`src/hw/tppc_pkg.sv`:
```
// Purpose: Shared constants and types for the two-phase pulse counter.
// Assumes: Classic Wishbone slave, 32-bit data, byte addresses.
// Notes:   Register offsets are word aligned.
package tppc_pkg;

  localparam logic [7:0] REG_RUN    = 8'h00;
  localparam logic [7:0] REG_CTRL   = 8'h04;
  localparam logic [7:0] REG_FLAGS  = 8'h08;
  localparam logic [7:0] REG_MATCH0_FLAG   = 8'h0C;
  localparam logic [7:0] REG_MATCH1_FLAG   = 8'h10;
  localparam logic [7:0] REG_COUNT  = 8'h14;
  localparam logic [7:0] REG_DMA    = 8'h18;

  localparam int RUN_BIT      = 0;
  localparam int CLR_BIT      = 1;
  localparam int DMA_EN_BIT   = 2;
  localparam int CNT_IRQ_BIT  = 2;
  localparam int CMP_IRQ_BIT  = 3;
  localparam int FLG_MATCH0_FLAG     = 0;
  localparam int FLG_MATCH1_FLAG     = 1;
  localparam int FLG_OVF      = 2;
  localparam int FLG_UDF      = 3;

  localparam logic [15:0] CNT_INIT = 16'h7FFF;
  localparam logic [15:0] CNT_MAX  = 16'hFFFF;
  localparam logic [15:0] CNT_MIN  = 16'h0000;

  typedef enum logic [1:0]
  {
    TPPC_NORMAL = 2'h0,
    TPPC_QUAD   = 2'h1,
    TPPC_DOUBLE = 2'h2
  } tppc_mode_t;

  typedef enum logic [1:0]
  {
    TPPC_ARMED   = 2'h0,
    TPPC_CLEARED = 2'h1
  } tppc_guard_t;

  typedef struct packed
  {
    logic        cyc;
    logic        stb;
    logic        we;
    logic [3:0]  sel;
    logic [7:0]  adr;
    logic [31:0] dat;
  } tppc_wb_req_t;

  typedef struct packed
  {
    logic        up;
    logic        down;
  } tppc_step_t;

endpackage

```
`src/hw/tppc_counter.sv`:
```
// Purpose: Quadrature pulse counter channel with a classic Wishbone slave.
// Assumes: Phase inputs are synchronised here; all logic runs on CLOCK.
// Notes:   Writes take effect on the acknowledge edge; unmapped offsets read as zero.
//
// Added by the designer: the register addresses and the Wishbone interface to the registers.
`timescale 1ns/1ps
module tppc_counter
(
  input  wire logic        CLOCK,
  input  wire logic        RST,
  input  wire logic        WB_CYC_I,
  input  wire logic        WB_STB_I,
  input  wire logic        WB_WE_I,
  input  wire logic [3:0]  WB_SEL_I,
  input  wire logic [7:0]  WB_ADR_I,
  input  wire logic [31:0] WB_DAT_I,
  output logic      [31:0] WB_DAT_O,
  output logic             WB_ACK_O,
  input  wire logic        PHASE_INPUT_A,
  input  wire logic        PHASE_INPUT_B,
  output logic             COUNT_EVENT_IRQ,
  output logic             COMPARE_MATCH_IRQ0,
  output logic             COMPARE_MATCH_IRQ1,
  output logic             DMA_REQ
);

  tppc_pkg::tppc_wb_req_t req;
  tppc_pkg::tppc_step_t   step;

  logic [1:0]  sync1_ff,  sync2_ff,  prev_ff;
  logic [1:0]  nxt_sync1, nxt_sync2, nxt_prev;
  logic        run_ff,    nxt_run;
  logic [1:0]  mode_ff,   nxt_mode;
  logic        cnt_ie_ff, nxt_cnt_ie;
  logic        cmp_ie_ff, nxt_cmp_ie;
  logic        dma_en_ff, nxt_dma_en;
  logic [15:0] match0_flag_ff,   nxt_match0_flag;
  logic [15:0] match1_flag_ff,   nxt_match1_flag;
  logic [15:0] cnt_ff,    nxt_cnt;
  logic [3:0]  flags_ff,  nxt_flags;
  logic [31:0] rdat_ff,   nxt_rdat;
  logic        ack_ff,    nxt_ack;
  logic        evt_ff,    nxt_evt;
  logic        m0_ff,     nxt_m0;
  logic        m1_ff,     nxt_m1;
  logic        dma_ff,    nxt_dma;
  tppc_pkg::tppc_guard_t guard_ff, nxt_guard;

  logic        wr_strobe;
  logic        clr_wr;
  logic        run_rise;
  logic [15:0] cnt_step;

  // Exact byte-address match; an offset that is not word aligned falls to the unmapped branch.
  function automatic logic hit(input logic [7:0] adr, input logic [7:0] off);
    hit = (adr == off);
  endfunction

  always_comb
  begin
    req = '{cyc: WB_CYC_I, stb: WB_STB_I, we: WB_WE_I, sel: WB_SEL_I, adr: WB_ADR_I, dat: WB_DAT_I};
  end

  // Synchroniser: only the second stage and the previous-state copy are used.
  // The previous-state copy resets with the stages, so no stale history survives a reset.
  always_comb
  begin
    nxt_sync1 = {PHASE_INPUT_B, PHASE_INPUT_A};
    nxt_sync2 = sync1_ff;
    nxt_prev  = sync2_ff;
  end

  always_ff @(posedge CLOCK)
  begin
    if (RST)
    begin
      sync1_ff <= 2'h0;
      sync2_ff <= 2'h0;
      prev_ff  <= 2'h0;
    end
    else
    begin
      sync1_ff <= nxt_sync1;
      sync2_ff <= nxt_sync2;
      prev_ff  <= nxt_prev;
    end
  end

  // Transition decode per mode.
  always_comb
  begin
    step      = '{up: 1'b0, down: 1'b0};
    nxt_guard = guard_ff;
    if (run_ff && (prev_ff != sync2_ff))
    begin
      case (mode_ff)
        tppc_pkg::TPPC_NORMAL:
        begin
          // A cleared guard blocks counting until a move from state 1 or 2 to state 0 re-arms it.
          if (prev_ff == 2'h2 && sync2_ff == 2'h3 && guard_ff == tppc_pkg::TPPC_ARMED)
            step.up = 1'b1;
          else if (prev_ff == 2'h1 && sync2_ff == 2'h3 && guard_ff == tppc_pkg::TPPC_ARMED)
            step.down = 1'b1;
          if (prev_ff == 2'h3 && sync2_ff == 2'h2)
            nxt_guard = tppc_pkg::TPPC_CLEARED;
          else if (prev_ff == 2'h3 && sync2_ff == 2'h1)
            nxt_guard = tppc_pkg::TPPC_CLEARED;
          if ((prev_ff == 2'h1 || prev_ff == 2'h2) && sync2_ff == 2'h0)
            nxt_guard = tppc_pkg::TPPC_ARMED;
        end
        tppc_pkg::TPPC_QUAD:
        begin
          case ({prev_ff, sync2_ff})
            4'hD, 4'h4, 4'h2, 4'hB: step.up   = 1'b1;
            4'hE, 4'h8, 4'h1, 4'h7: step.down = 1'b1;
            default:                step      = '{up: 1'b0, down: 1'b0};
          endcase
        end
        tppc_pkg::TPPC_DOUBLE:
        begin
          // A single phase edge flips the parity of the state, so every edge of either phase counts.
          // Both phases moving at once keeps the parity and is ignored, as it carries no direction.
          if ((^prev_ff) != (^sync2_ff))
            step.up = 1'b1;
        end
        default:
        begin
          step = '{up: 1'b0, down: 1'b0};
        end
      endcase
    end
  end

  // Writes land on the edge where the master sees ack, so an abandoned request changes nothing.
  assign wr_strobe = req.cyc && req.stb && req.we && ack_ff && req.sel[0];
  assign clr_wr    = wr_strobe && hit(req.adr, tppc_pkg::REG_RUN) && req.dat[tppc_pkg::CLR_BIT];
  assign run_rise  = wr_strobe && hit(req.adr, tppc_pkg::REG_RUN) && req.dat[tppc_pkg::RUN_BIT] && !run_ff;
  assign cnt_step  = step.up ? cnt_ff + 16'h0001 : cnt_ff - 16'h0001;

  // Counter, flags and event outputs.
  always_comb
  begin
    nxt_cnt   = cnt_ff;
    nxt_flags = flags_ff;
    if (run_rise || clr_wr)
      nxt_cnt = tppc_pkg::CNT_INIT;
    else if (step.up || step.down)
      nxt_cnt = cnt_step;
    // Write-one clears first, so a same-cycle hardware set wins.
    if (wr_strobe && hit(req.adr, tppc_pkg::REG_FLAGS))
      nxt_flags = flags_ff & ~req.dat[3:0];
    if (step.up && cnt_ff == tppc_pkg::CNT_MAX)
      nxt_flags[tppc_pkg::FLG_OVF] = 1'b1;
    if (step.down && cnt_ff == tppc_pkg::CNT_MIN)
      nxt_flags[tppc_pkg::FLG_UDF] = 1'b1;
    if ((step.up || step.down) && cnt_step == match0_flag_ff)
      nxt_flags[tppc_pkg::FLG_MATCH0_FLAG] = 1'b1;
    if ((step.up || step.down) && cnt_step == match1_flag_ff)
      nxt_flags[tppc_pkg::FLG_MATCH1_FLAG] = 1'b1;
    nxt_evt = (step.up || step.down) && cnt_ie_ff;
    nxt_m0  = (step.up || step.down) && cnt_step == match0_flag_ff && cmp_ie_ff;
    nxt_m1  = (step.up || step.down) && cnt_step == match1_flag_ff && cmp_ie_ff;
    nxt_dma = (step.up || step.down) && cnt_ie_ff && dma_en_ff;
  end

  // Register writes and read data.
  always_comb
  begin
    nxt_run    = run_ff;
    nxt_mode   = mode_ff;
    nxt_cnt_ie = cnt_ie_ff;
    nxt_cmp_ie = cmp_ie_ff;
    nxt_dma_en = dma_en_ff;
    nxt_match0_flag   = match0_flag_ff;
    nxt_match1_flag   = match1_flag_ff;
    nxt_rdat   = 32'h0000_0000;
    nxt_ack    = req.cyc && req.stb && !ack_ff;
    if (wr_strobe)
    begin
      if (hit(req.adr, tppc_pkg::REG_RUN))
        nxt_run = req.dat[tppc_pkg::RUN_BIT];
      else if (hit(req.adr, tppc_pkg::REG_CTRL))
      begin
        nxt_mode   = req.dat[1:0];
        nxt_cnt_ie = req.dat[tppc_pkg::CNT_IRQ_BIT];
        nxt_cmp_ie = req.dat[tppc_pkg::CMP_IRQ_BIT];
      end
      else if (hit(req.adr, tppc_pkg::REG_DMA))
        nxt_dma_en = req.dat[tppc_pkg::DMA_EN_BIT];
    end
    if (wr_strobe && hit(req.adr, tppc_pkg::REG_MATCH0_FLAG))
      nxt_match0_flag = {req.sel[1] ? req.dat[15:8] : match0_flag_ff[15:8], req.dat[7:0]};
    if (wr_strobe && hit(req.adr, tppc_pkg::REG_MATCH1_FLAG))
      nxt_match1_flag = {req.sel[1] ? req.dat[15:8] : match1_flag_ff[15:8], req.dat[7:0]};
    if (req.cyc && req.stb && !req.we && !ack_ff)
    begin
      if (hit(req.adr, tppc_pkg::REG_RUN))
        nxt_rdat = {31'h0000_0000, run_ff};
      else if (hit(req.adr, tppc_pkg::REG_CTRL))
        nxt_rdat = {28'h000_0000, cmp_ie_ff, cnt_ie_ff, mode_ff};
      else if (hit(req.adr, tppc_pkg::REG_FLAGS))
        nxt_rdat = {28'h000_0000, flags_ff};
      else if (hit(req.adr, tppc_pkg::REG_MATCH0_FLAG))
        nxt_rdat = {16'h0000, match0_flag_ff};
      else if (hit(req.adr, tppc_pkg::REG_MATCH1_FLAG))
        nxt_rdat = {16'h0000, match1_flag_ff};
      else if (hit(req.adr, tppc_pkg::REG_COUNT))
        nxt_rdat = {16'h0000, cnt_ff};
      else if (hit(req.adr, tppc_pkg::REG_DMA))
        nxt_rdat = {29'h0000_0000, dma_en_ff, 2'h0};
      else
        nxt_rdat = 32'h0000_0000;
    end
  end

  always_ff @(posedge CLOCK)
  begin
    if (RST)
    begin
      run_ff    <= 1'b0;
      mode_ff   <= 2'h0;
      cnt_ie_ff <= 1'b0;
      cmp_ie_ff <= 1'b0;
      dma_en_ff <= 1'b0;
      match0_flag_ff   <= 16'h0000;
      match1_flag_ff   <= 16'h0000;
      cnt_ff    <= tppc_pkg::CNT_INIT;
      flags_ff  <= 4'h0;
      rdat_ff   <= 32'h0000_0000;
      ack_ff    <= 1'b0;
      evt_ff    <= 1'b0;
      m0_ff     <= 1'b0;
      m1_ff     <= 1'b0;
      dma_ff    <= 1'b0;
      guard_ff  <= tppc_pkg::TPPC_ARMED;
    end
    else
    begin
      run_ff    <= nxt_run;
      mode_ff   <= nxt_mode;
      cnt_ie_ff <= nxt_cnt_ie;
      cmp_ie_ff <= nxt_cmp_ie;
      dma_en_ff <= nxt_dma_en;
      match0_flag_ff   <= nxt_match0_flag;
      match1_flag_ff   <= nxt_match1_flag;
      cnt_ff    <= nxt_cnt;
      flags_ff  <= nxt_flags;
      rdat_ff   <= nxt_rdat;
      ack_ff    <= nxt_ack;
      evt_ff    <= nxt_evt;
      m0_ff     <= nxt_m0;
      m1_ff     <= nxt_m1;
      dma_ff    <= nxt_dma;
      guard_ff  <= nxt_guard;
    end
  end

  assign WB_DAT_O           = rdat_ff;
  assign WB_ACK_O           = ack_ff;
  assign COUNT_EVENT_IRQ    = evt_ff;
  assign COMPARE_MATCH_IRQ0 = m0_ff;
  assign COMPARE_MATCH_IRQ1 = m1_ff;
  assign DMA_REQ            = dma_ff;

  // Checks on events and DMA, stepping, wrapping and flags, grouped at the end of the module.
  a_dma_needs_irq: assert property (@(posedge CLOCK) disable iff (RST)
    DMA_REQ |-> COUNT_EVENT_IRQ)
    else $error("DMA request without count interrupt.");
  a_dma_follows_en: assert property (@(posedge CLOCK) disable iff (RST)
    ((step.up || step.down) && cnt_ie_ff && dma_en_ff) |=> DMA_REQ)
    else $error("DMA request missing.");
  a_evt_on_step: assert property (@(posedge CLOCK) disable iff (RST)
    ((step.up || step.down) && cnt_ie_ff) |=> COUNT_EVENT_IRQ)
    else $error("Count interrupt missing.");

  a_quad_step_up: assert property (@(posedge CLOCK) disable iff (RST)
    (run_ff && mode_ff == tppc_pkg::TPPC_QUAD && prev_ff == 2'h0 && sync2_ff == 2'h2 && !clr_wr && !run_rise)
    |=> cnt_ff == $past(cnt_ff) + 16'h0001)
    else $error("Quadruple increment wrong.");
  a_quad_step_dn: assert property (@(posedge CLOCK) disable iff (RST)
    (run_ff && mode_ff == tppc_pkg::TPPC_QUAD && prev_ff == 2'h2 && sync2_ff == 2'h0 && !clr_wr && !run_rise)
    |=> cnt_ff == $past(cnt_ff) - 16'h0001)
    else $error("Quadruple decrement wrong.");
  a_double_step_up: assert property (@(posedge CLOCK) disable iff (RST)
    (run_ff && mode_ff == tppc_pkg::TPPC_DOUBLE && prev_ff != sync2_ff && (prev_ff ^ sync2_ff) != 2'h3
     && !clr_wr && !run_rise) |=> cnt_ff == $past(cnt_ff) + 16'h0001)
    else $error("Doubled increment missing.");
  a_double_no_dn: assert property (@(posedge CLOCK) disable iff (RST)
    (run_ff && mode_ff == tppc_pkg::TPPC_DOUBLE && !clr_wr && !run_rise)
    |=> (cnt_ff == $past(cnt_ff)) || (cnt_ff == $past(cnt_ff) + 16'h0001))
    else $error("Doubled mode decremented.");
  a_norm_step_up: assert property (@(posedge CLOCK) disable iff (RST)
    (run_ff && mode_ff == tppc_pkg::TPPC_NORMAL && guard_ff == tppc_pkg::TPPC_ARMED && prev_ff == 2'h2
     && sync2_ff == 2'h3 && !clr_wr && !run_rise) |=> cnt_ff == $past(cnt_ff) + 16'h0001)
    else $error("Normal increment missing.");
  a_norm_guard: assert property (@(posedge CLOCK) disable iff (RST)
    (run_ff && mode_ff == tppc_pkg::TPPC_NORMAL && guard_ff == tppc_pkg::TPPC_CLEARED && !clr_wr && !run_rise)
    |=> cnt_ff == $past(cnt_ff))
    else $error("Counted while guarded.");

  a_clear_reload: assert property (@(posedge CLOCK) disable iff (RST)
    clr_wr |=> cnt_ff == tppc_pkg::CNT_INIT)
    else $error("Clear did not reload.");
  a_ovf_wrap: assert property (@(posedge CLOCK) disable iff (RST)
    (step.up && cnt_ff == tppc_pkg::CNT_MAX && !clr_wr && !run_rise)
    |=> cnt_ff == tppc_pkg::CNT_MIN && flags_ff[tppc_pkg::FLG_OVF])
    else $error("Overflow wrap wrong.");
  a_udf_wrap: assert property (@(posedge CLOCK) disable iff (RST)
    (step.down && cnt_ff == tppc_pkg::CNT_MIN && !clr_wr && !run_rise)
    |=> cnt_ff == tppc_pkg::CNT_MAX && flags_ff[tppc_pkg::FLG_UDF])
    else $error("Underflow wrap wrong.");
  a_flag_sticky: assert property (@(posedge CLOCK) disable iff (RST)
    (flags_ff[tppc_pkg::FLG_OVF] && !(wr_strobe && req.adr == tppc_pkg::REG_FLAGS && req.dat[tppc_pkg::FLG_OVF]))
    |=> flags_ff[tppc_pkg::FLG_OVF])
    else $error("Flag dropped without write.");
  a_match0_flag: assert property (@(posedge CLOCK) disable iff (RST)
    ((step.up || step.down) && cnt_step == match0_flag_ff) |=> flags_ff[tppc_pkg::FLG_MATCH0_FLAG])
    else $error("Compare 0 flag missing.");
  a_match1_flag: assert property (@(posedge CLOCK) disable iff (RST)
    ((step.up || step.down) && cnt_step == match1_flag_ff) |=> flags_ff[tppc_pkg::FLG_MATCH1_FLAG])
    else $error("Compare 1 flag missing.");

endmodule

```
`config.mk`:
```
export PLATFORM = sky130hd
export DESIGN_NAME = tppc_counter
export DESIGN_NICKNAME = d
export VERILOG_FILES = /design/src/hw/tppc_pkg.sv /design/src/hw/tppc_counter.sv
export SDC_FILE = /design/constraint.sdc
export NUM_CORES = 1
export LEC_CHECK = 0
export BUFFER_PORTS_ARGS = -buffer_cell sky130_fd_sc_hd__buf_2
export CORE_ASPECT_RATIO = 2
export CORE_MARGIN = 4
export CORE_UTILIZATION = 30
export CTS_CLUSTER_DIAMETER = 150
export DETAILED_ROUTE_END_ITERATION = 10
export SLEW_MARGIN = 10
export SYNTH_ARGS = -nofsm -noshare
export SYNTH_HDL_FRONTEND = slang
export SYNTH_SLANG_ARGS = --single-unit
```
`constraint.sdc`:
```
create_clock -name CLOCK -period 4 [get_ports CLOCK]
set_input_delay 0.8 -clock CLOCK [delete_from_list [all_inputs] [get_ports CLOCK]]
set_output_delay 0.8 -clock CLOCK [all_outputs]
set_load 0.05 [all_outputs]
```
* Word-level counts from Yosys, hierarchy flattened
Cells that the tools add are included.
** Word-level totals
- Flip-flop bits (word level) :: 103
- Bits of input ports :: 51
- Logic and storage cells :: 147
** Cells by class
- Add/subtract/negate cells :: 2
- Eq/ne operators :: 27
- Muxes and demuxes :: 25
- Bitwise gates (word level) :: 5
- Reductions and logical operators :: 61
** Operator list (count)
- $mux 16 :: 4
- $eq 16x16->1 :: 2
- $logic_and 1x1->1 :: 30
- $eq 8x5->1 const B :: 3
- $add 16x1->16 const B :: 1
- $eq 16x16->1 const B :: 1
- $eq 4x4->1 const B :: 4
- $eq 8x4->1 const B :: 2
- $logic_not 16->1 :: 1
- $sub 16x1->16 const B :: 1
- $mux 4 :: 3
- $mux 1 :: 11
- $eq 2x2->1 const B :: 5
- $eq 4x3->1 const B :: 2
- $eq 8x3->1 const B :: 1
- $logic_not 8->1 :: 1
- $mux 2 :: 4
- $reduce_bool 2->1 :: 4
- $reduce_or 4->1 :: 2
- $reduce_or 8->1 :: 1
- $eq 2x1->1 const B :: 3
- $logic_not 2->1 :: 3
- $reduce_and 2->1 :: 3
- $reduce_and 3->1 :: 2
- 18 further kinds :: 26

* Logic depth before layout (Yosys ltp)
Gate-level depths: netlist of the first run.
- Depth after elaboration :: 11
- Mapped depth :: 19

* Worst setup path before layout of the first run
OpenSTA, ideal clock, no wires.
- Path kind :: flip-flop to flip-flop
- Start point :: reg prev_ff[0]
- End point :: reg flags_ff[0]
- Arrival time :: 4.168 ns
- Required time :: 3.930 ns
- Path slack :: -0.238 ns
- Stages on the path, launching flop included :: 19
- Buffers on the path :: 2
- Clock period less this slack :: 4.238 ns
- Cell sequence :: dfxtp_1 inv_1 ha_1 xor2_1 nand3b_1 o31ai_1 and2_1 clkbuf_1 inv_1 ha_1 clkbuf_1 a21oi_1 o21ai_0 o21bai_4 a311oi_4 xnor3_1 a211o_1 or4b_1 a21oi_1
** Between the ends
- Longest elaborated chain between the ends :: 10
- Elaborated cells on any way between the ends :: 35
- Classes of those cells :: 13 x eq/ne; 11 x mux; 11 x reduce/logical
** RTL lines
- from (decl) :: RTL line tppc_counter.sv:30 : logic [1:0] sync1_ff, sync2_ff, prev_ff;
- from (signal assigned) :: RTL line tppc_counter.sv:85 : prev_ff <= nxt_prev;
- branches (longest 5 deep; another with $eq 4x4->1)
- $mux 2 * :: RTL line tppc_counter.sv:94 : if (run_ff && (prev_ff != sync2_ff))
- $mux 16 / $mux 2 (equally long branches) :: RTL line tppc_counter.sv:138, tppc_counter.sv:94
- $eq 16x16->1 / $logic_or 1x1->1 (equally long branches) :: RTL line tppc_counter.sv:156 : if ((step.up || step.down) && cnt_step == match0_flag_ff)
- $logic_and 1x1->1 * :: RTL line tppc_counter.sv:156
- $mux 1 / $reduce_bool 2->1 (equally long branches)
- to (signal assigned) :: RTL line tppc_counter.sv:247 : flags_ff <= nxt_flags;
- to (decl) :: RTL line tppc_counter.sv:40 : logic [3:0] flags_ff, nxt_flags;
Every way passes the cells marked *.
A chain may end at the register's enable or synchronous reset.

* Worst setup path after layout of the first run
Same ends and word-level chain as after synthesis.

==> tab_implementation.tex, run 1 <==
\begin{tabular}{lr}
\hline
Metric & Value \\
\hline
\multicolumn{2}{l}{\textbf{Yosys}} \\
\quad Synth area leaders & sky130\_fd\_sc\_hd\_\_dfxtp\_1, sky130\_fd\_sc\_hd\_\_ha\_1, sky130\_fd\_sc\_hd\_\_mux2i\_1, sky130\_fd\_sc\_hd\_\_nand2\_1, sky130\_fd\_sc\_hd\_\_xnor2\_1 \\
\quad Dominant register cell in the synthesized netlist & sky130\_fd\_sc\_hd\_\_dfxtp\_1 \\
\quad Total of flip-flops plus latches after synthesis & 86 \\
\quad Post-synthesis average cell area & 8.67 sq um \\
\quad Number of distinct library cells after synthesis & 72 \\
\quad Xor and xnor area share after synthesis & 0.103 \\
\quad Largest family of logic cells by synthesized area & simple AND/OR/NAND/NOR gates \\
\quad Post-synthesis sequential area ratio & 0.332 \\
\quad Number of flops mapped to enable cells by yosys & 0 \\
\quad Post-synthesis share of cell area spent on full adders, half adders and majority gates & 0.0569 \\
\quad Dominant cell by count in the synthesized netlist & sky130\_fd\_sc\_hd\_\_dfxtp\_1 \\
\quad Cell count after synthesis & 598 \\
\quad Area fraction of the dominant cell type after synthesis & 0.332 \\
\quad Simple-gate portion of the synthesized area & 0.202 \\
\quad Ranking of synthesized cells by instance count & sky130\_fd\_sc\_hd\_\_dfxtp\_1, sky130\_fd\_sc\_hd\_\_nand2\_1, sky130\_fd\_sc\_hd\_\_nor2\_1 \\
\quad Area of the mapped netlist & 0.00518 sq mm \\
\quad Compound-gate portion of the synthesized area & 0.194 \\
\quad Largest area contributor in the synthesized netlist & sky130\_fd\_sc\_hd\_\_dfxtp\_1 \\
\quad Multiplexer fraction of the synthesized cell area & 0.0543 \\
\quad Async set-or-reset flop fraction in the synthesized netlist & 0 \\
\quad Synth warn & 0 \\
\multicolumn{2}{l}{\textbf{Pwr}} \\
\quad Cell area power density & 257 mW/mm\^{}2 \\
\quad Static Leakage & 2.93 nW \\
\quad Final Total Pwr & 1.86 mW \\
\quad Worst IR Drop VDD & 0.000171 V \\
\multicolumn{2}{l}{\textbf{Layout}} \\
\quad Area used by multi-input combinational logic & 0.00370 sq mm \\
\quad Final core occ & 0.431 \\
\quad Layout Nets & 822 \\
\quad Area of all sequential standard cells & 0.00174 sq mm \\
\quad Share of post-route cells with drive strength above 1 & 0.355 \\
\quad Area of all placed cells without fillers & 0.00725 sq mm \\
\quad Inserted Diodes & 0 \\
\quad Layout Area Growth over Synthesis & 39.9\% \\
\quad Final Instance Count excl. Fillers & 960 \\
\quad Layout filler cell count & 1,631 \\
\multicolumn{2}{l}{\textbf{Place}} \\
\quad Dpl cells & 935 \\
\quad PortBufs & 53 \\
\quad Hpwl dp & 13.8 mm \\
\quad Dpl ws & -0.420 ns \\
\quad Routability Congestion & 0.962 \\
\quad Area of placed instances & 0.00636 sq mm \\
\multicolumn{2}{l}{\textbf{Global route}} \\
\quad Pin count of the biggest net entering global routing & 55 \\
\quad All-Layer GR Usage & 0.180 \\
\quad Global-route wire length before repair & 27.1 mm \\
\quad Via count of the first global-routing pass & 5,123 \\
\quad Number of antenna violations at the first check in global routing & 0 \\
\quad Leftover overflow at the end of global routing & 0 \\
\multicolumn{2}{l}{\textbf{Critical path}} \\
\quad Worst Setup End Kind & flip-flop \\
\quad Required time worst endpoint & 4.28 ns \\
\quad Crit Reg-Reg Startpoint & prev\_ff[0]\$\_SDFF\_PP0\_ \\
\quad Flop-to-flop setup slack & 0.03 ns \\
\quad Worst reg2reg path depth & 17 \\
\quad Largest fanout on the critical path & 7 \\
\quad CP Launch Type & flip-flop \\
\quad Worst flop-to-flop path endpoint & flags\_ff[0]\$\_SDFFE\_PP0P\_ \\
\quad Data arrival time of the critical path & 4.25 ns \\
\quad Path type of the worst setup path & reg -> reg \\
\multicolumn{2}{l}{\textbf{Floorplan}} \\
\quad Standard-cell row count & 67 \\
\quad Vertical extent of the die & 194 um \\
\quad Starting utilization of the core area & 0.308 \\
\quad I/O pin count & 88 \\
\quad Core footprint & 0.0168 sq mm \\
\quad Die span in x & 101 um \\
\quad Area enclosed by the die boundary & 0.0196 sq mm \\
\multicolumn{2}{l}{\textbf{Clock network}} \\
\quad Clock network latency to the later pin of the worst-skew pair & 0.35 ns \\
\quad Number of buffers created by CTS & 9 \\
\quad Clk root buf & sky130\_fd\_sc\_hd\_\_clkbuf\_16 \\
\quad Clock tree from TritonCTS & yes \\
\quad Cts-stage hold buffer count & 0 \\
\quad H-tree depth reported by CTS & 3 \\
\quad Sinks on the clock net & 86 \\
\quad CTS clk-pin slew, worst paths & 0.06 ns \\
\quad Maximum clock path buffer count & 2 \\
\multicolumn{2}{l}{\textbf{Hold path}} \\
\quad Origin of the worst min-delay path & nxt\_sync2[0]\$\_SDFF\_PP0\_ \\
\quad Worst hold endpoint & nxt\_prev[0]\$\_SDFF\_PP0\_ \\
\quad Worst Hold Class & reg -> reg \\
\quad Hold path cells & 1 \\
\multicolumn{2}{l}{\textbf{STA}} \\
\quad Tmin final & 3.97 ns \\
\quad Final number of hold-violating endpoints & 0 \\
\quad Total negative setup slack & 0 ns \\
\quad Maximum clock frequency & 252 MHz \\
\quad Transition time of the tightest slew-check pin & 0.695 ns \\
\quad Worst Hold Margin & 0.440 ns \\
\quad Pins Over Slew Limit & 0 \\
\quad Unrepaired setup endpoints after global routing & true \\
\quad Post-route fraction of the period consumed by the critical path & 0.993 \\
\quad Final setup vio count & 0 \\
\quad Worst Slack Setup Final & 0.0266 ns \\
\quad Relative slew margins & 0.535 \\
\quad Clock Skew & 0.00748 ns \\
\multicolumn{2}{l}{\textbf{Drt}} \\
\quad Violation count after the first detailed-routing iteration & 312 \\
\quad Met2 layer wire length in the routed design & 10.4 mm \\
\quad Met3 Wirelength & 573 um \\
\quad DR vias & 5,145 \\
\quad Via density per instance & 5.36 \\
\quad Total Wirelength & 18.1 mm \\
\quad Total iterations of the first detailed-routing run & 5 \\
\quad Number of remaining DRC errors & 0 \\
\quad Antenna Violating Nets Remaining & 0 \\
\quad Wire per inst & 18.8 um \\
\quad Uppermost layer routed & met4 \\
\quad Routed metal-1 wirelength & 6.12 mm \\
\multicolumn{2}{l}{\textbf{Run status}} \\
\quad Result of the run & finished, final reports clean \\
\multicolumn{2}{l}{\textbf{Flow run}} \\
\quad Max-capacitance violation count & 0 \\
\hline
\end{tabular}
## metal layers
metal	up-vias	GRT usage
met3	49	0.0176
met4	0	0.116
met2	147	0.352
li1	2448	-
met5	-	0
met1	2501	0.167
## registers in the layout, indices dropped and copies added, names as in the netlist
register            cells
cnt_ff                 16
cmp_ie_ff               1
nxt_prev                2
nxt_sync2               2
COMPARE_MATCH_IRQ1      1
COMPARE_MATCH_IRQ0      1
match0_flag_ff         16
match1_flag_ff         16
mode_ff                 2
run_ff                  1
dma_en_ff               1
prev_ff                 2
WB_ACK_O                1
COUNT_EVENT_IRQ         1
cnt_ie_ff               1
guard_ff                1
flags_ff                4
WB_DAT_O               16
DMA_REQ                 1
## critical path, cell delays in order (launching register included)
cell                       delay, ns
sky130_fd_sc_hd__dfxtp_4        0.36
sky130_fd_sc_hd__inv_4          0.07
sky130_fd_sc_hd__ha_2           0.18
sky130_fd_sc_hd__a22o_1         0.18
sky130_fd_sc_hd__nor2_2         0.07
sky130_fd_sc_hd__o31ai_2        0.26
sky130_fd_sc_hd__and2_4         0.23
sky130_fd_sc_hd__clkinv_8       0.10
sky130_fd_sc_hd__ha_4           0.22
sky130_fd_sc_hd__a211o_1        0.33
sky130_fd_sc_hd__a21oi_4        0.19
sky130_fd_sc_hd__buf_6          0.13
sky130_fd_sc_hd__o21bai_4       0.08
sky130_fd_sc_hd__a311oi_4       0.26
sky130_fd_sc_hd__xnor3_1        0.26
sky130_fd_sc_hd__a211o_1        0.26
sky130_fd_sc_hd__or4b_4         0.57
sky130_fd_sc_hd__a21oi_2        0.14
## layout make-up
type,count,share of cell area
clock buffers,12,0.0354
inverters,13,0.0102
flip-flops and latches,86,0.239
multi-input cells,468,0.510
well taps,207,0.0357
clock inverters,4,0.00759
repair buffers,170,0.161
## cells by family after synthesis
| family | after synthesis |
|---|---|
| AND/OR/NAND/NOR | 216 |
| AO/OA/AOI/OAI | 135 |
| flip-flops | 86 |
| buffers and inverters | 59 |
| XOR/XNOR | 50 |
| multiplexers | 28 |
| adder cells (fa/ha/maj) | 23 |
| other | 1 |
## power breakdown
part           internal (mW)  switching, mW  leakage [nW]
sequential             0.857        0.00360         0.697
combinational         0.0351         0.0815          2.08
clock                  0.521          0.364         0.149
## cells in the final DEF, fill, tap and decap left out, drive strengths merged, types with 3 or more instances in the layout
cell / n
nand3: 28
buf: 170
and3: 4
o21ai: 13
a222oi: 14
or3: 3
nor2b: 8
conb: 16
mux2i: 27
a211oi: 5
a211o: 5
nand2: 59
a22oi: 5
nand2b: 6
a21o: 5
a22o: 5
xnor3: 6
clkinv: 3
xor2: 18
ha: 22
clkbuf: 12
o21a: 5
nand4: 9
nor4: 11
nor3: 13
xnor2: 25
and2: 4
a21oi: 42
o211ai: 10
inv: 12
dfxtp: 86
nor2: 56
## worst max path at each step
stage / from / end / slack [ns] / cells after the start
detailed placement: prev_ff[0]$_SDFF_PP0_ / COMPARE_MATCH_IRQ1$_SDFF_PP0_ / -0.42 / 16
finish: prev_ff[0]$_SDFF_PP0_ / flags_ff[0]$_SDFFE_PP0P_ / 0.03 / 17
global route: prev_ff[0]$_SDFF_PP0_ / flags_ff[0]$_SDFFE_PP0P_ / -0.13 / 17
floorplan: prev_ff[0]$_SDFF_PP0_ / COMPARE_MATCH_IRQ1$_SDFF_PP0_ / 0.03 / 16
CTS: nxt_prev[1]$_SDFF_PP0_ / flags_ff[0]$_SDFFE_PP0P_ / -0.005 / 19
global placement: nxt_prev[0]$_SDFF_PP0_ / COMPARE_MATCH_IRQ1$_SDFF_PP0_ / -0.40 / 15
## timing repair
action                     in CTS  in global routing
buffers inserted                6                  5
gates resized for setup        42                 60
pin swaps                      20                 23
setup endpoints to repair       4                  4
Note: power is estimated with default switching activity, not from simulation.
==> inputs of run 2 (changes only) <==
--- a/config.mk
+++ b/config.mk
@@ -11,6 +11,7 @@
 export CORE_UTILIZATION = 30
 export CTS_CLUSTER_DIAMETER = 150
 export DETAILED_ROUTE_END_ITERATION = 10
+export RECOVER_POWER = 100
 export SLEW_MARGIN = 10
 export SYNTH_ARGS = -nofsm -noshare
 export SYNTH_HDL_FRONTEND = slang
==> tab_implementation.tex, run 2 (synthesis results as in run 1) <==
\begin{tabular}{lr}
\hline
Metric & Value \\
\hline
\multicolumn{2}{l}{\textbf{Run status}} \\
\quad Result of the run & finished, final reports clean \\
\multicolumn{2}{l}{\textbf{Critical path}} \\
\quad Cell class contributing the biggest share of worst-path delay & simple AND/OR/NAND/NOR gates \\
\quad CP Launch Type & flip-flop \\
\quad Data arrival time of the critical path & 4.26 ns \\
\quad Top cell by count, worst path & sky130\_fd\_sc\_hd\_\_buf\_4 \\
\quad Worst Setup End Kind & flip-flop \\
\quad Cell depth of the worst setup path & 17 \\
\quad Crit Reg-Reg Startpoint & nxt\_prev[0]\$\_SDFF\_PP0\_ \\
\quad CP max-delay cell & sky130\_fd\_sc\_hd\_\_or4b\_4 \\
\quad Required time worst endpoint & 4.28 ns \\
\quad Worst reg2reg path depth & 17 \\
\quad Flop-to-flop setup slack & 0.01 ns \\
\quad Worst path bufs/invs & 4 \\
\quad Path type of the worst setup path & reg -> reg \\
\quad Crit path largest cell delay & 0.60 ns \\
\quad Largest fanout on the critical path & 4 \\
\quad Critical path, cell by cell & inv\_6, ha\_4, a22o\_1, nor2\_2, o31ai\_2, and2\_4, buf\_4, fa\_1, buf\_4, xnor2\_1, buf\_4, a211oi\_2, nand4b\_1, a2111oi\_2, nand4\_1, or4b\_4, a21oi\_2 \\
\quad Worst flop-to-flop path endpoint & flags\_ff[0]\$\_SDFFE\_PP0P\_ \\
\multicolumn{2}{l}{\textbf{Drt}} \\
\quad Antenna Violating Nets Remaining & 0 \\
\quad Wire per inst & 18.7 um \\
\quad Total Wirelength & 18.0 mm \\
\quad Via density per instance & 5.38 \\
\quad Number of remaining DRC errors & 0 \\
\quad DR vias & 5,169 \\
\quad Total iterations of the first detailed-routing run & 8 \\
\quad Violation count after the first detailed-routing iteration & 353 \\
\multicolumn{2}{l}{\textbf{Pwr}} \\
\quad Cell-internal power & 1.41 mW \\
\quad Static Leakage & 2.84 nW \\
\quad Proportion of power drawn by combinational gates & 0.063 \\
\quad Portion of total power attributed to sequential cells & 0.463 \\
\quad Net switching share of the total power & 0.240 \\
\quad Cell area power density & 257 mW/mm\^{}2 \\
\quad Share of total power in the clock network & 0.475 \\
\quad Net switching component of the power & 447 uW \\
\quad Final Total Pwr & 1.86 mW \\
\quad Worst IR Drop VDD & 0.000170 V \\
\multicolumn{2}{l}{\textbf{Layout}} \\
\quad Layout filler cell count & 1,641 \\
\quad Inserted Diodes & 0 \\
\quad Commonest cells after routing, fill and taps aside & sky130\_fd\_sc\_hd\_\_buf\_4, sky130\_fd\_sc\_hd\_\_dfxtp\_1, sky130\_fd\_sc\_hd\_\_nand2\_1 \\
\quad Share of post-route cells with drive strength above 1 & 0.328 \\
\quad Most common cell after layout, fill and taps aside & sky130\_fd\_sc\_hd\_\_buf\_4 \\
\quad Layout Nets & 822 \\
\quad Final core occ & 0.429 \\
\quad Layout Area Growth over Synthesis & 39.4\% \\
\quad Area of all placed cells without fillers & 0.00723 sq mm \\
\quad Final Instance Count excl. Fillers & 960 \\
\multicolumn{2}{l}{\textbf{Global route}} \\
\quad Leftover overflow at the end of global routing & 0 \\
\quad Number of antenna violations at the first check in global routing & 0 \\
\quad Via count of the first global-routing pass & 5,123 \\
\quad Global-route wire length before repair & 27.1 mm \\
\quad Pin count of the biggest net entering global routing & 55 \\
\quad All-Layer GR Usage & 0.180 \\
\multicolumn{2}{l}{\textbf{Floorplan}} \\
\quad I/O pin count & 88 \\
\quad Standard-cell row count & 67 \\
\quad Core footprint & 0.0168 sq mm \\
\quad Die span in x & 101 um \\
\quad Area enclosed by the die boundary & 0.0196 sq mm \\
\quad Starting utilization of the core area & 0.308 \\
\quad Vertical extent of the die & 194 um \\
\multicolumn{2}{l}{\textbf{Clock network}} \\
\quad Number of buffers created by CTS & 9 \\
\quad Sinks on the clock net & 86 \\
\quad Clk root buf & sky130\_fd\_sc\_hd\_\_clkbuf\_16 \\
\quad Maximum clock path buffer count & 2 \\
\quad H-tree depth reported by CTS & 3 \\
\quad CTS clk-pin slew, worst paths & 0.06 ns \\
\quad Clock tree from TritonCTS & yes \\
\quad Clock network latency to the later pin of the worst-skew pair & 0.34 ns \\
\multicolumn{2}{l}{\textbf{STA}} \\
\quad Unrepaired setup endpoints after global routing & true \\
\quad Final setup vio count & 0 \\
\quad Post-route fraction of the period consumed by the critical path & 0.996 \\
\quad Pins Over Slew Limit & 0 \\
\quad Final number of hold-violating endpoints & 0 \\
\quad Relative slew margins & 0.531 \\
\quad Clock Skew & 0.00635 ns \\
\quad Tmin final & 3.99 ns \\
\quad Worst Hold Margin & 0.439 ns \\
\quad Transition time of the tightest slew-check pin & 0.701 ns \\
\quad Worst Slack Setup Final & 0.0147 ns \\
\quad Maximum clock frequency & 251 MHz \\
\quad Total negative setup slack & 0 ns \\
\multicolumn{2}{l}{\textbf{Place}} \\
\quad PortBufs & 53 \\
\quad Area of placed instances & 0.00636 sq mm \\
\quad Dpl ws & -0.420 ns \\
\quad Routability Congestion & 0.962 \\
\quad Dpl cells & 935 \\
\quad Hpwl dp & 13.8 mm \\
\multicolumn{2}{l}{\textbf{Hold path}} \\
\quad Worst Hold Class & reg -> reg \\
\quad Origin of the worst min-delay path & nxt\_sync2[0]\$\_SDFF\_PP0\_ \\
\quad Hold path cells & 1 \\
\quad Worst hold endpoint & nxt\_prev[0]\$\_SDFF\_PP0\_ \\
\multicolumn{2}{l}{\textbf{Flow run}} \\
\quad Max-capacitance violation count & 0 \\
\hline
\end{tabular}
==> run 2: cell types whose count changed in the layout (fill, tap and decap cells not counted) <==
cell / previous run / this run
sky130_fd_sc_hd__clkbuf_1: 1 / 21
sky130_fd_sc_hd__buf_2: 53 / 33
==> run 2: metal layers <==
metal / wire (um) / vias up / GRT usage / share of wire
met1: 5960 / 2485 / 0.167 / 0.33
met5: 0 / - / 0 / 0
met4: 1040 / 0 / 0.116 / 0.058
met2: 10300 / 177 / 0.352 / 0.57
li1: - / 2450 / - / -
met3: 684 / 57 / 0.0176 / 0.038
==> run 2: repair_timing <==
item	in CTS	in global routing
hold endpoints to repair	0	0
gates resized for setup	42	60
buffers inserted	6	5
hold buffers	0	0
endpoints found under the setup margin	4	4
pin swaps	20	23
==> run 2: worst max path at each step <==
stage / endpoint / slack [ns] / start
detailed placement: COMPARE_MATCH_IRQ1$_SDFF_PP0_ / -0.42 / prev_ff[0]$_SDFF_PP0_
global placement: COMPARE_MATCH_IRQ1$_SDFF_PP0_ / -0.40 / nxt_prev[0]$_SDFF_PP0_
global route: flags_ff[0]$_SDFFE_PP0P_ / -0.13 / prev_ff[0]$_SDFF_PP0_
CTS: flags_ff[0]$_SDFFE_PP0P_ / -0.005 / nxt_prev[1]$_SDFF_PP0_
floorplan: COMPARE_MATCH_IRQ1$_SDFF_PP0_ / 0.03 / prev_ff[0]$_SDFF_PP0_
finish: flags_ff[0]$_SDFFE_PP0P_ / 0.01 / nxt_prev[0]$_SDFF_PP0_
==> run 2: area by class of cell <==
type | count | area, sq um | share of cell area
Multi-Input combinational cell | 468 | 3700 | 0.512
Inverter | 13 | 73.8 | 0.0102
Tap cell | 207 | 259 | 0.0358
Clock inverter | 4 | 55.1 | 0.00762
Timing Repair Buffer | 170 | 1150 | 0.159
Clock buffer | 12 | 256 | 0.0355
Sequential cell | 86 | 1740 | 0.240
==> run 2: power groups by stage <==
stage	registers [mW]	clock network, mW	logic, mW
3_3_place_gp	0.880	0	0.107
6_report	0.861	0.883	0.116
4_1_cts	0.861	0.888	0.113
2_1_floorplan	0.882	0	0.0761
5_1_grt	0.861	0.921	0.124
3_5_place_dp	0.880	0	0.108
